### src/hw/mss_pkg.sv
// constants, types and register map of the motor status register bank
// assumes one 125 mhz clock and a synchronous active-high reset
package mss_pkg;
	// ==========================================================
	// register map
	localparam int ADDR_W = 8;
	localparam logic [7:0] OFF_SUPPLY_SPEED = 8'he4;
	localparam logic [7:0] OFF_ALGO_CTRL = 8'he6;
	localparam logic [7:0] OFF_STATE_RATE = 8'hea;
	localparam logic [7:0] OFF_CURR_POWER = 8'hec;
	localparam logic [7:0] OFF_IRQ_STATUS = 8'hf0;
	localparam logic [7:0] OFF_IRQ_MASK = 8'hf2;
	localparam logic [31:0] RESET_WORD = 32'h0000_0000;
	// ==========================================================
	// field positions
	localparam int VOLT_LSB = 16;
	localparam int SPEED_REQ_LSB = 1;
	localparam int SERIAL_ENTRY_BIT = 0;
	localparam int STATE_LSB = 28;
	localparam int SELFTEST_BIT = 17;
	localparam int RATE_LSB = 0;
	localparam int CURR_LSB = 16;
	localparam int POWER_LSB = 0;
	// ==========================================================
	// interrupt event bits
	localparam int EV_W = 4;
	localparam int EV_STATE = 0;
	localparam int EV_SELFTEST = 1;
	localparam int EV_FAULT = 2;
	localparam int EV_SERIAL = 3;
	// ==========================================================
	// control state codes
	typedef enum logic [3:0] {
		CS_SYSTEM_IDLE = 4'h0,
		CS_START = 4'h1,
		CS_RUN = 4'h2,
		CS_INIT = 4'h3,
		CS_INITIAL_POSITION_DETECT = 4'h4,
		CS_ALIGN = 4'h5,
		CS_MOTOR_IDLE = 4'h6,
		CS_STOP = 4'h7,
		CS_FAULT = 4'h8,
		CS_DIRECTION = 4'h9,
		CS_SENSOR_ALIGNMENT = 4'ha,
		CS_COASTING = 4'hc,
		CS_BRAKE = 4'hd,
		CS_NOT_APPLICABLE = 4'hf
	} mss_state_code_t;
	// snapshot of the measurements presented to the bank
	typedef struct packed {
		logic [15:0] supply_voltage_reading;
		logic [14:0] speed_request;
		logic serial_entry;
		logic [3:0] state_code;
		logic selftest_failure_flag;
		logic [15:0] electrical_speed;
		logic [15:0] bus_current_reading;
		logic [15:0] input_power_reading;
	} mss_meas_t;
endpackage

### src/hw/mss_meas_if.sv
// measurement carrier between the capture stage and the register bank
// assumes the capture stage and bank share one clock
`timescale 1ns/1ns
interface mss_meas_if;
	mss_pkg::mss_meas_t meas;
	logic [mss_pkg::EV_W-1:0] events;
	modport producer (output meas, output events);
	modport consumer (input meas, input events);
endinterface

### src/hw/mss_capture.sv
// registers the live measurements and detects status events
// assumes inputs synchronous to clock
`timescale 1ns/1ns
module mss_capture (
	input wire logic clock, // system clock
	input wire logic sys_rst, // synchronous reset, high
	input wire mss_pkg::mss_meas_t live, // live measurements
	mss_meas_if.producer out // registered snapshot and events
);
	mss_pkg::mss_meas_t meas_q;
	logic [mss_pkg::EV_W-1:0] ev_q;
	logic [mss_pkg::EV_W-1:0] ev_d;
	logic fault_now;

	// ==========================================================
	// event detection against the previous snapshot
	assign fault_now = (live.state_code == mss_pkg::CS_FAULT);
	assign ev_d[mss_pkg::EV_STATE] = live.state_code != meas_q.state_code;
	assign ev_d[mss_pkg::EV_SELFTEST] = live.selftest_failure_flag
		& ~meas_q.selftest_failure_flag;
	assign ev_d[mss_pkg::EV_FAULT] = fault_now
		& (meas_q.state_code != mss_pkg::CS_FAULT);
	assign ev_d[mss_pkg::EV_SERIAL] = live.serial_entry
		& ~meas_q.serial_entry;

	always_ff @(posedge clock) begin
		if (sys_rst) begin
			meas_q <= '0;
			ev_q <= '0;
		end else begin
			meas_q <= live;
			ev_q <= ev_d;
		end
	end

	assign out.meas = meas_q;
	assign out.events = ev_q;
endmodule

### src/hw/mss_regs.sv
// motor status register bank, read-only except the writable interrupt mask, with interrupt status
// assumes a simple strobe port: read data valid the cycle after rd_stb
// What this block does
// - supply voltage tenths volt, upper word
// - 15-bit speed request at bits 15:1
// - bit 0 flags serial entry via pins
// - control state code in bits 31:28
// - state codes per fixed enumeration
// - self-test failure at bit 17
// - electrical speed tenths hertz, low word
// - bus current 1/256 amp, upper word
// - input power 1/64 watt, low word
//
// Our own choice: strobed register access.
`timescale 1ns/1ns
module mss_regs (
	input wire logic clock, // system clock 125 mhz
	input wire logic sys_rst, // synchronous reset, high
	input wire logic [mss_pkg::ADDR_W-1:0] addr, // register offset
	input wire logic [31:0] wdata, // write data
	input wire logic wr_stb, // write strobe
	input wire logic rd_stb, // read strobe
	output logic [31:0] rdata, // read data, cycle after rd_stb
	output logic irq, // level interrupt
	input wire logic [15:0] supply_voltage_reading, // tenths of volt
	input wire logic [14:0] speed_request, // 32767 is full scale
	input wire logic serial_entry, // serial mode entered by pins
	input wire logic [3:0] state_code, // control state code
	input wire logic selftest_failure_flag, // self-test failed
	input wire logic [15:0] electrical_speed, // tenths of hertz
	input wire logic [15:0] bus_current_reading, // 1/256 ampere
	input wire logic [15:0] input_power_reading // 1/64 watt
);
	mss_pkg::mss_meas_t live;
	mss_meas_if meas_bus ();
	logic [31:0] rdata_q;
	logic [31:0] rdata_d;
	logic irq_q;
	logic irq_d;
	logic [mss_pkg::EV_W-1:0] stat_q;
	logic [mss_pkg::EV_W-1:0] stat_d;
	logic [mss_pkg::EV_W-1:0] mask_q;
	logic [mss_pkg::EV_W-1:0] mask_d;
	logic [31:0] word_supply;
	logic [31:0] word_state;
	logic [31:0] word_curr;
	logic [31:0] word_stat;
	logic [31:0] word_mask;
	logic sel_supply;
	logic sel_state;
	logic sel_curr;
	logic sel_stat;
	logic sel_mask;
	logic stat_rd;
	logic mask_wr;

	// ==========================================================
	// measurement capture
	assign live.supply_voltage_reading = supply_voltage_reading;
	assign live.speed_request = speed_request;
	assign live.serial_entry = serial_entry;
	assign live.state_code = state_code;
	assign live.selftest_failure_flag = selftest_failure_flag;
	assign live.electrical_speed = electrical_speed;
	assign live.bus_current_reading = bus_current_reading;
	assign live.input_power_reading = input_power_reading;

	mss_capture u_capture (
		.clock(clock),
		.sys_rst(sys_rst),
		.live(live),
		.out(meas_bus)
	);

	// ==========================================================
	// address decode
	function automatic logic hit(input logic [7:0] a, input logic [7:0] off);
		hit = (a == off);
	endfunction

	assign sel_supply = hit(addr, mss_pkg::OFF_SUPPLY_SPEED);
	assign sel_state = hit(addr, mss_pkg::OFF_STATE_RATE);
	assign sel_curr = hit(addr, mss_pkg::OFF_CURR_POWER);
	assign sel_stat = hit(addr, mss_pkg::OFF_IRQ_STATUS);
	assign sel_mask = hit(addr, mss_pkg::OFF_IRQ_MASK);
	assign stat_rd = rd_stb & sel_stat;
	// status words have no write path; only the mask takes writes
	assign mask_wr = wr_stb & sel_mask;

	// ==========================================================
	// status word assembly, unused positions stay zero
	always_comb begin
		word_supply = '0;
		word_supply[mss_pkg::VOLT_LSB +: 16] =
			meas_bus.meas.supply_voltage_reading;
		word_supply[mss_pkg::SPEED_REQ_LSB +: 15] =
			meas_bus.meas.speed_request;
		word_supply[mss_pkg::SERIAL_ENTRY_BIT] =
			meas_bus.meas.serial_entry;
	end

	always_comb begin
		word_state = '0;
		// code passed through unchanged, so every listed code reads as is
		word_state[mss_pkg::STATE_LSB +: 4] =
			meas_bus.meas.state_code;
		word_state[mss_pkg::SELFTEST_BIT] =
			meas_bus.meas.selftest_failure_flag;
		word_state[mss_pkg::RATE_LSB +: 16] =
			meas_bus.meas.electrical_speed;
	end

	always_comb begin
		word_curr = '0;
		word_curr[mss_pkg::CURR_LSB +: 16] =
			meas_bus.meas.bus_current_reading;
		word_curr[mss_pkg::POWER_LSB +: 16] =
			meas_bus.meas.input_power_reading;
	end

	assign word_stat = {{(32-mss_pkg::EV_W){1'b0}}, stat_q};
	assign word_mask = {{(32-mss_pkg::EV_W){1'b0}}, mask_q};

	// ==========================================================
	// read mux; unmapped offsets, the undecoded control word offset 8'he6 and
	// reserved holes all answer zero
	assign rdata_d = !rd_stb ? mss_pkg::RESET_WORD :
		sel_supply ? word_supply :
		sel_state ? word_state :
		sel_curr ? word_curr :
		sel_stat ? word_stat :
		sel_mask ? word_mask :
		mss_pkg::RESET_WORD;

	// ==========================================================
	// interrupts: read clears, a same-cycle event still lands
	assign stat_d = (stat_rd ? '0 : stat_q) | meas_bus.events;
	assign mask_d = mask_wr ? wdata[mss_pkg::EV_W-1:0] : mask_q;
	assign irq_d = |(stat_d & mask_d);

	always_ff @(posedge clock) begin
		if (sys_rst) begin
			rdata_q <= mss_pkg::RESET_WORD;
			stat_q <= '0;
			mask_q <= '0;
			irq_q <= 1'b0;
		end else begin
			rdata_q <= rdata_d;
			stat_q <= stat_d;
			mask_q <= mask_d;
			irq_q <= irq_d;
		end
	end

	assign rdata = rdata_q;
	assign irq = irq_q;
endmodule

### config.mk
export PLATFORM = sky130hd
export DESIGN_NAME = mss_regs
export DESIGN_NICKNAME = d
export VERILOG_FILES = /design/src/hw/mss_pkg.sv /design/src/hw/mss_meas_if.sv /design/src/hw/mss_capture.sv /design/src/hw/mss_regs.sv
export SDC_FILE = /design/constraint.sdc
export NUM_CORES = 1
export LEC_CHECK = 0
export ABC_AREA = 1
export BUFFER_PORTS_ARGS = -buffer_cell sky130_fd_sc_hd__buf_2
export CORE_MARGIN = 1.5
export CORE_UTILIZATION = 40
export CTS_BUF_LIST = sky130_fd_sc_hd__clkbuf_16
export DETAILED_ROUTE_END_ITERATION = 12
export PLACE_DENSITY_LB_ADDON = 0.2
export SETUP_SLACK_MARGIN = 0.5
export SLEW_MARGIN = 20
export SYNTH_ARGS = -nofsm -noshare
export SYNTH_HDL_FRONTEND = slang
export SYNTH_SLANG_ARGS = --single-unit
### constraint.sdc
create_clock -name clock -period 1.43 [get_ports clock]
set_input_delay 0.286 -clock clock [delete_from_list [all_inputs] [get_ports clock]]
set_output_delay 0.286 -clock clock [all_outputs]
set_load 0.005 [all_outputs]
# Yosys cells after proc, flatten, opt, wreduce, memory -nomap -nowiden
# Cells that the tools add are included.
[op_classes]
addsub = 0
mul = 0
n_div = 0
order_cmp = 0
n_eq_ne = 8
shifts = 0
n_mux = 7
bitwise = 10
n_reduce_logical = 2
[ops]
columns = ["operator", "n"]
rows = [
  ["$mux W32", 3],
  ["$eq A8 B8 Y1 const B", 5],
  ["$mux W4", 4],
  ["$and A1 B1 Y1", 5],
  ["$and A4 B4 Y4", 1],
  ["$eq A4 B4 Y1 const B", 1],
  ["$ne A4 B4 Y1", 1],
  ["$ne A4 B4 Y1 const B", 1],
  ["$or A4 B4 Y4", 1],
  ["$reduce_or A4 Y1", 1],
  ["$not A1 Y1", 3],
  ["$reduce_or A2 Y1", 1],
]
[totals]
regBits = 130
latch_bits = 0
ramBits = 0
mem_bits_ro = 0
mem_count = 0

# Longest topological paths before layout
# Gate-level depths: netlist (run 1).
[depth]
word_depth = 6
depth_mapped = 10
mapped_depth_nobuf = 10

# Cells and area by module
# From an unflattened synthesis (run 1), not the netlist that was laid out.
[hier_totals]
cells_unflattened = 577
area_unflattened_um2 = 4586.9
[modules_own_cells]
columns = ["mod", "instances", "cells_each", "area_per_inst_um2", "seq_area_each_um2"]
rows = [
  ["mss_capture", 1, 295, 2613.8, 1781.7],
  ["mss_regs", 1, 282, 1973.1, 820.8],
]

# Worst setup path before layout (run 1)
# No wires, ideal clock.
[synth_timing]
path_type = "input to register"
from = "input port addr[6] in the netlist's numbering"
to = "register rdata_q[18] (netlist: rdata[18])"
setup_ns = 0.070
t_arrival_ns = 1.274
t_required_ns = 1.360
setup_slack_ns = 0.086
cell_stages = 8
cell_sequence = "nand2_1 -> nor3b_4 -> nand3b_2 -> inv_2 -> buf_4 -> buf_6 -> nand2_1 -> a21oi_1"
[synth_between]
elab_chain_len = 4
word_cells_on_any_way = 6
classes_between = "eq/ne (3); mux (3)"
[synth_lines]
columns = ["item", "line", "rtl"]
rows = [
  ["start: declaration", "mss_regs.sv:19", "input wire logic [mss_pkg::ADDR_W-1:0] addr,"],
  ["$eq A8 B8 Y1", "mss_regs.sv:78", "hit = (a == off);"],
  ["$mux W32", "mss_regs.sv:130", "sel_curr ? word_curr :"],
  ["$mux W32", "mss_regs.sv:129", "sel_state ? word_state :"],
  ["$mux W32 *", "mss_regs.sv:128", "sel_supply ? word_supply :"],
  ["end signal: assignment", "mss_regs.sv:143", "rdata_q <= mss_pkg::RESET_WORD;"],
  ["end signal: assignment", "mss_regs.sv:148", "rdata_q <= rdata_d;"],
  ["end: declaration", "mss_regs.sv:36", "logic [31:0] rdata_q;"],
]
# Mark *: on every way between the ends. The rest lies on a longest branch, timed or not.
# A chain may end at the register's enable or synchronous reset.

# Worst setup path after layout (run 1)
[layout_timing]
from = "input port addr[3] in the netlist's numbering"
to = "register rdata_q[31] (netlist: rdata[31])"
# The elaborated chain is that of the path after synthesis.

==> results.toml, run 1 <==
[routing]
ant_nets = 0
drc_errors = 0
via_per_inst = 4.52
dr.pass1.iters = 4
drtIter0Drc = 181
drt-total-wl_mm = 11.8
num_vias = 4067
wl_per_cell_um = 13.1

[timing]
hold_viol_final = 0
fin_crit_ns = 1.14
fmax_mhz = 875
relSlewSlack_pct = 72.0
slew_viol_final = 0
fin_crit_sh_pct = 79.9
clock_skew_ns = 0.00542
finalSetupViolations = 0
tightest_slew_ns = 0.420
hold_slack_ns = 0.0775
rsz0062_at_grt = "true"

[global_route]
grt_pass1_vias = 3950
gr-total-overflow = 0
grt_pass1_wl_mm = 18.6
antenna_found_initial = 0
grt_max_degree = 97
grtUsageTotal_pct = 21.1

[setup_path]
critical_path_class = "in2reg"
worst-path-buf-inv = 7
arrival_ns = 1.49
crit_top_cell = "buf_6"
cp-end-kind = "flip-flop"
crit_required_ns = 1.78
crit_path_start_kind = "primary input"
slowest_delay_ns = 0.18
cp_max_fo = 8
critPathTopFamily = "buffers and inverters"
crit_chain = "buf_6 -> clkinvlp_4 -> buf_6 -> buf_6 -> nor2_4 -> nand2_8 -> inv_12 -> buf_12 -> nand2_4 -> nand3_2 -> nand2_2 -> inv_2"
cp_slowest_cell = "nor2_4"

[yosys]
synth-edff-count = 0
yosys-top-cells-count = "dfxtp_1 (130), inv_1 (118), nand2_1 (105), nor2_1 (89), nand3_1 (58)"
synth_area_um2 = 4450
yosysUniqueCellTypes = 23
synthesis.instances = 570
synth.top_cells.by_area = "dfxtp_1 (58%), inv_1 (9.9%), nand2_1 (8.9%)"
post-synth-top-area-fraction_pct = 58.4
avgSynthCellArea_um2 = 7.81
ys_seq_area_share_pct = 58.4
ys_ff_latch = 130
yosys_most_used_dff = "dfxtp_1"
async_reset_ff_share_pct = 0
synth_warnings = 0
synth.most_common_cell = "dfxtp_1"
synth.net_count = 699
synth_top_cell_by_area = "dfxtp_1"

[place]
place.port_buffers = 133
place_congestion = 0.809
dpl.hpwl_mm = 7.12
dpl-instance-area_um2 = 5550
numPlacedInstances = 851

[floorplanning]
chipWidth_um = 109
die_h_um = 109
dieArea_um2 = 11800
num_rows = 38
io_pins = 162
core-area_um2 = 10800
initial_core_util_pct = 41.1

[clocking]
tritoncts = "yes"
clk_latency_ns = 0.41
cts.path.max_buffers = 2
cts_sinks = 130
cts_made_buffers = 17
h-tree-depth = 4
cts.clk_slew.worst_paths_ns = 0.06
postCtsHoldBufs = 0
clockRootBuffer = "clkbuf_16"

[final_layout]
fillerInstances = 910
area_growth_pct = 60.9
diodes = 0
nNetsFinal = 876
fin_util_pct = 66.1
fin_area_um2 = 7170
drive_gt1_share_pct = 44.3
stdcell_count = 899

[power_and_ir_drop]
power_density_nw_per_um2 = 1280
ir_worst_vdd_mv = 0.850
total_power_mw = 9.20
leakagePower_nw = 4.20

[worst_hold_path]
min_path_type = "in2reg"

[status]
outcome = "completed"

[flow_run]
maxCapViolCount = 0
==> logic make-up (layout without fill, tap and decap cells) <==
kind of cell              Yosys count  after routing  synth area share [%]
xor gates and xnor gates            4              4                 0.787
buffers and inverters             144            332                  12.6
DFF                               130            130                  58.4
AOI/OAI and AO/OA                  27             27                  3.23
and+or+nand+nor                   265            266                  25.0
==> final cells by class <==
class	instances	area, um2	share of cell area [%]
Sequential cell	130	2620	36.5
Multi-Input combinational cell	297	1910	26.7
Timing Repair Buffer	181	1320	18.4
Inverter	120	477	6.65
Clock buffer	17	425	5.94
Clock inverter	14	238	3.32
Tap cell	140	175	2.44
==> worst paths after layout <==
check	from	endpoint	slack, ns	cells past startpoint
worst min-delay path	supply_voltage_reading[2]	u_capture.out.meas[71]	0.08	3
worst max-delay path	addr[3]	rdata[31]	0.29	12
worst min register to register	u_capture.out.meas[53]	u_capture.out.events[3]	0.42	1
worst max register to register	mask_q[0]	rdata[0]	0.51	6
==> flip-flops by register name, summed over array words and instances, names as in the netlist <==
signal,cells
u_capture.out.meas,85
u_capture.out.events,4
irq,1
stat_q,4
rdata,32
mask_q,4
==> stage by stage <==
step	worst slack [ns]	TNS (ns)
floorplan	0.147	0
global placement	-0.146	-3.79
detailed placement	-0.196	-3.90
CTS	0.289	0
global route	0.255	0
finish	0.288	0
==> repair_timing <==
item,4_1_cts,5_1_grt
gates cloned,5,0
endpoints found under the setup margin,66,68
resized for setup,140,63
buffers inserted,11,1
pin swaps,32,29
==> per-layer routing <==
metal  track usage [%]  routed length, um  vias to the layer above
li1                  -                  -                     2050
met1              25.6               5100                     1872
met2              35.8               5790                      131
met3              5.24                718                       14
met4              8.27                183                        0
met5                 0                  0                        -
==> worst reg2reg max path, delay by kind of cell, from the launching register on <==
family / cells / cell delay, ns
compound gates: 1 / 0.13
buf+inv: 1 / 0.03
flops: 1 / 0.31
simple gates: 4 / 0.35
==> placed cells by master (no fill, tap or decap), types with 2 or more instances in the layout <==
master and instances:
o21ai_2 2, nand2_4 38, o211ai_1 2, inv_2 3, a21oi_1 6, buf_6 20, nor2_4 3, inv_1 114
dfxtp_1 117, o21ai_1 3, nand3_2 30, nand4_1 4, buf_16 4, buf_4 23, dfxtp_2 13, buf_2 123
nand2_8 2, clkbuf_16 17, clkinvlp_4 3, nand3_4 2, nor2_1 87, nand3_1 26, buf_12 6, nand2_2 13
nand2_1 54, bufinv_16 6, nor3_1 3, buf_8 5, clkinv_4 3, a21oi_2 13, xnor2_1 4
==> power breakdown <==
group | total [mW] | leakage (nW) | internal, mW | switching [mW]
logic | 0.511 | 2.80 | 0.244 | 0.268
registers | 3.84 | 1.08 | 3.77 | 0.0765
clock network | 4.84 | 0.318 | 3.26 | 1.58
total | 9.20 | 4.20 | 7.27 | 1.93
Power figures use the tool's default switching activity.
==> inputs of run 2 (changes only) <==
==> constraint.sdc (replaced) <==
create_clock -name clock -period 1 [get_ports clock]
set_input_delay 0.2 -clock clock [delete_from_list [all_inputs] [get_ports clock]]
set_output_delay 0.2 -clock clock [all_outputs]
set_load 0.005 [all_outputs]
==> run 2 against run 1 <==
Net effect: highest routed layer unchanged; largest cell class unchanged; the flow now finishes with violations (negative hold slack, negative setup slack); utilization up 3.9 points; sequential share of layout area down 1.6 points; via count up 1.4%; worst setup slack worse by 0.40 ns; first-iteration DRC count down 5.0%; clock power up 30%; global-route usage up 0.51 points.
==> results.toml, run 2 (synthesis gave the netlist of run 1 again) <==
[global_route]
grtUsageTotal_pct = 21.6
gr-total-overflow = 0
grt_max_degree = 29
grt_pass1_wl_mm = 19.0
antenna_found_initial = 0
grt_pass1_vias = 3990

[setup_path]
arrival_ns = 1.48
cp-end-kind = "flip-flop"
r2r_setup_slack_ns = 0.11
r2r-end = "rdata[2]"
worst-path-buf-inv = 7
r2r_start = "stat_q[2]"
slowest_delay_ns = 0.25
cp_slowest_cell = "nor3b_4"
critical_path_class = "in2reg"
reg2reg_depth = 6
crit_chain = "buf_8 -> nand2_8 -> nor3b_4 -> buf_6 -> buf_6 -> buf_6 -> buf_8 -> buf_12 -> nand3_4 -> nand3_4 -> nand2_2 -> inv_2"
crit_path_start_kind = "primary input"
crit_top_cell = "buf_6"
crit_required_ns = 1.37
critPathTopFamily = "buffers and inverters"
cp_max_fo = 6

[routing]
via_per_inst = 4.54
drc_errors = 0
ant_nets = 0
drt-total-wl_mm = 12.9
drt-met1-wl_mm = 5.36
dr.pass1.iters = 4
num_vias = 4124
wl_per_cell_um = 14.2
wl_met2_mm = 6.67
dr_wl_met3_um = 631
topRoutingLayerUsed = "met4"
drtIter0Drc = 172

[clocking]
cts_made_buffers = 17
cts.path.max_buffers = 2
clockRootBuffer = "clkbuf_16"
tritoncts = "yes"
cts.clk_slew.worst_paths_ns = 0.06
clk_latency_ns = 0.41
h-tree-depth = 4
cts_sinks = 130

[final_layout]
final_common_cell = "buf_2"
largest_reg_flops = 85
drive_gt1_share_pct = 49.2
fin_area_um2 = 7590
area_growth_pct = 70.4
nNetsFinal = 885
diodes = 0
final_cell_mix = "buf_2 (119), inv_1 (112), dfxtp_1 (104), nor2_1 (86), nand2_1 (54)"

[worst_hold_path]
hold_depth = 3
min-delay-start = "speed_request[5]"
min_to = "u_capture.out.meas[59]"
min_path_type = "in2reg"

[timing]
tightest_slew_ns = 0.242
relSlewSlack_pct = 83.9
fin_crit_ns = 1.11
fin_crit_sh_pct = 111
finalSetupViolations = 62
hold_slack_ns = -0.00945
rsz0062_at_grt = "true"
clock_skew_ns = 0.00641
setup_tns_ns = -2.27
setup_ws_ns = -0.108
hold_viol_final = 18
fmax_mhz = 903
slew_viol_final = 0

[status]
violations = "negative hold slack, negative setup slack"
outcome = "finished with violations"

[floorplanning]
num_rows = 38
initial_core_util_pct = 41.1
chipWidth_um = 109
die_h_um = 109
dieArea_um2 = 11800
core-area_um2 = 10800
io_pins = 162

[flow_run]
maxCapViolCount = 0

[place]
place_congestion = 0.837
dpl.hpwl_mm = 7.47
dpl-instance-area_um2 = 5670
place.port_buffers = 133

[power_and_ir_drop]
power_density_nw_per_um2 = 1670
leakagePower_nw = 4.21
ir_worst_vdd_mv = 1.14
==> run 2: cell count changes in the layout (fill, tap and decap cells not counted), sizes merged, moves of 2 or more <==
cell	before	now
buf	181	188
clkinv	4	2
inv	121	126
bufinv	6	3
==> run 2: power by group <==
part / internal [mW] / switching [mW]
combinational: 0.437 / 0.430
sequential: 5.38 / 0.123
clock: 3.94 / 2.33
total: 9.76 / 2.89
==> run 2: worst max-delay path by stage <==
stage / from / endpoint / slack [ns] / depth (start not counted)
after floorplan: addr[6] / rdata[14] / -0.20 / 9
after global placement: addr[6] / rdata[3] / -0.41 / 10
after detailed placement: addr[6] / rdata[5] / -0.43 / 11
after CTS: rdata[14] / rdata[14] / -0.07 / 1
after global routing: addr[6] / rdata[31] / -0.15 / 12
final: addr[6] / rdata[31] / -0.11 / 12
==> run 2: layout make-up <==
cell class	count	area [um2]
multi-input cells	297	2050
clock buffers	17	425
clock inverters	15	179
repair buffers	190	1630
fillers	812	3250
well taps	140	175
inverters	120	477
flip-flops and latches	130	2650
==> run 2: per-layer routing <==
metal	GRT usage (%)	vias to the layer above
met1	25.1	1908
met4	8.65	0
met5	0	-
met2	37.8	121
li1	-	2078
met3	5.42	17
==> run 2: what timing repair did <==
item / CTS / global route
pin swaps: 51 / 29
resized for setup: 188 / 59
buffers inserted: 15 / 3
cloned: 7 / 1
endpoints found under the hold margin: 33 / 6
endpoints found under the setup margin: 98 / 84
==> run 2: worst reg2reg max path: cells and delay by family (launching register included) <==
kind	cells	cell delay, ns
AND/OR/NAND/NOR	4	0.32
flip-flops	1	0.34
AO/OA/AOI/OAI	1	0.08
buffers and inverters	1	0.04
==> run 2: per-stage QoR <==
step | setup slack [ns] | utilization (%) | instances | hold WS (ns) | power, mW
CTS | -0.0704 | 67.2 | 905 | -0.0142 | 12.6
global placement | -0.414 | 52.3 | 851 | 0.416 | 6.23
floorplan | -0.197 | - | 570 | 0.297 | 5.89
global route | -0.146 | 70.0 | 909 | -0.00953 | 13.0
detailed placement | -0.429 | 52.3 | 851 | 0.418 | 6.24
finish | -0.108 | 70.0 | 909 | -0.00945 | 12.6
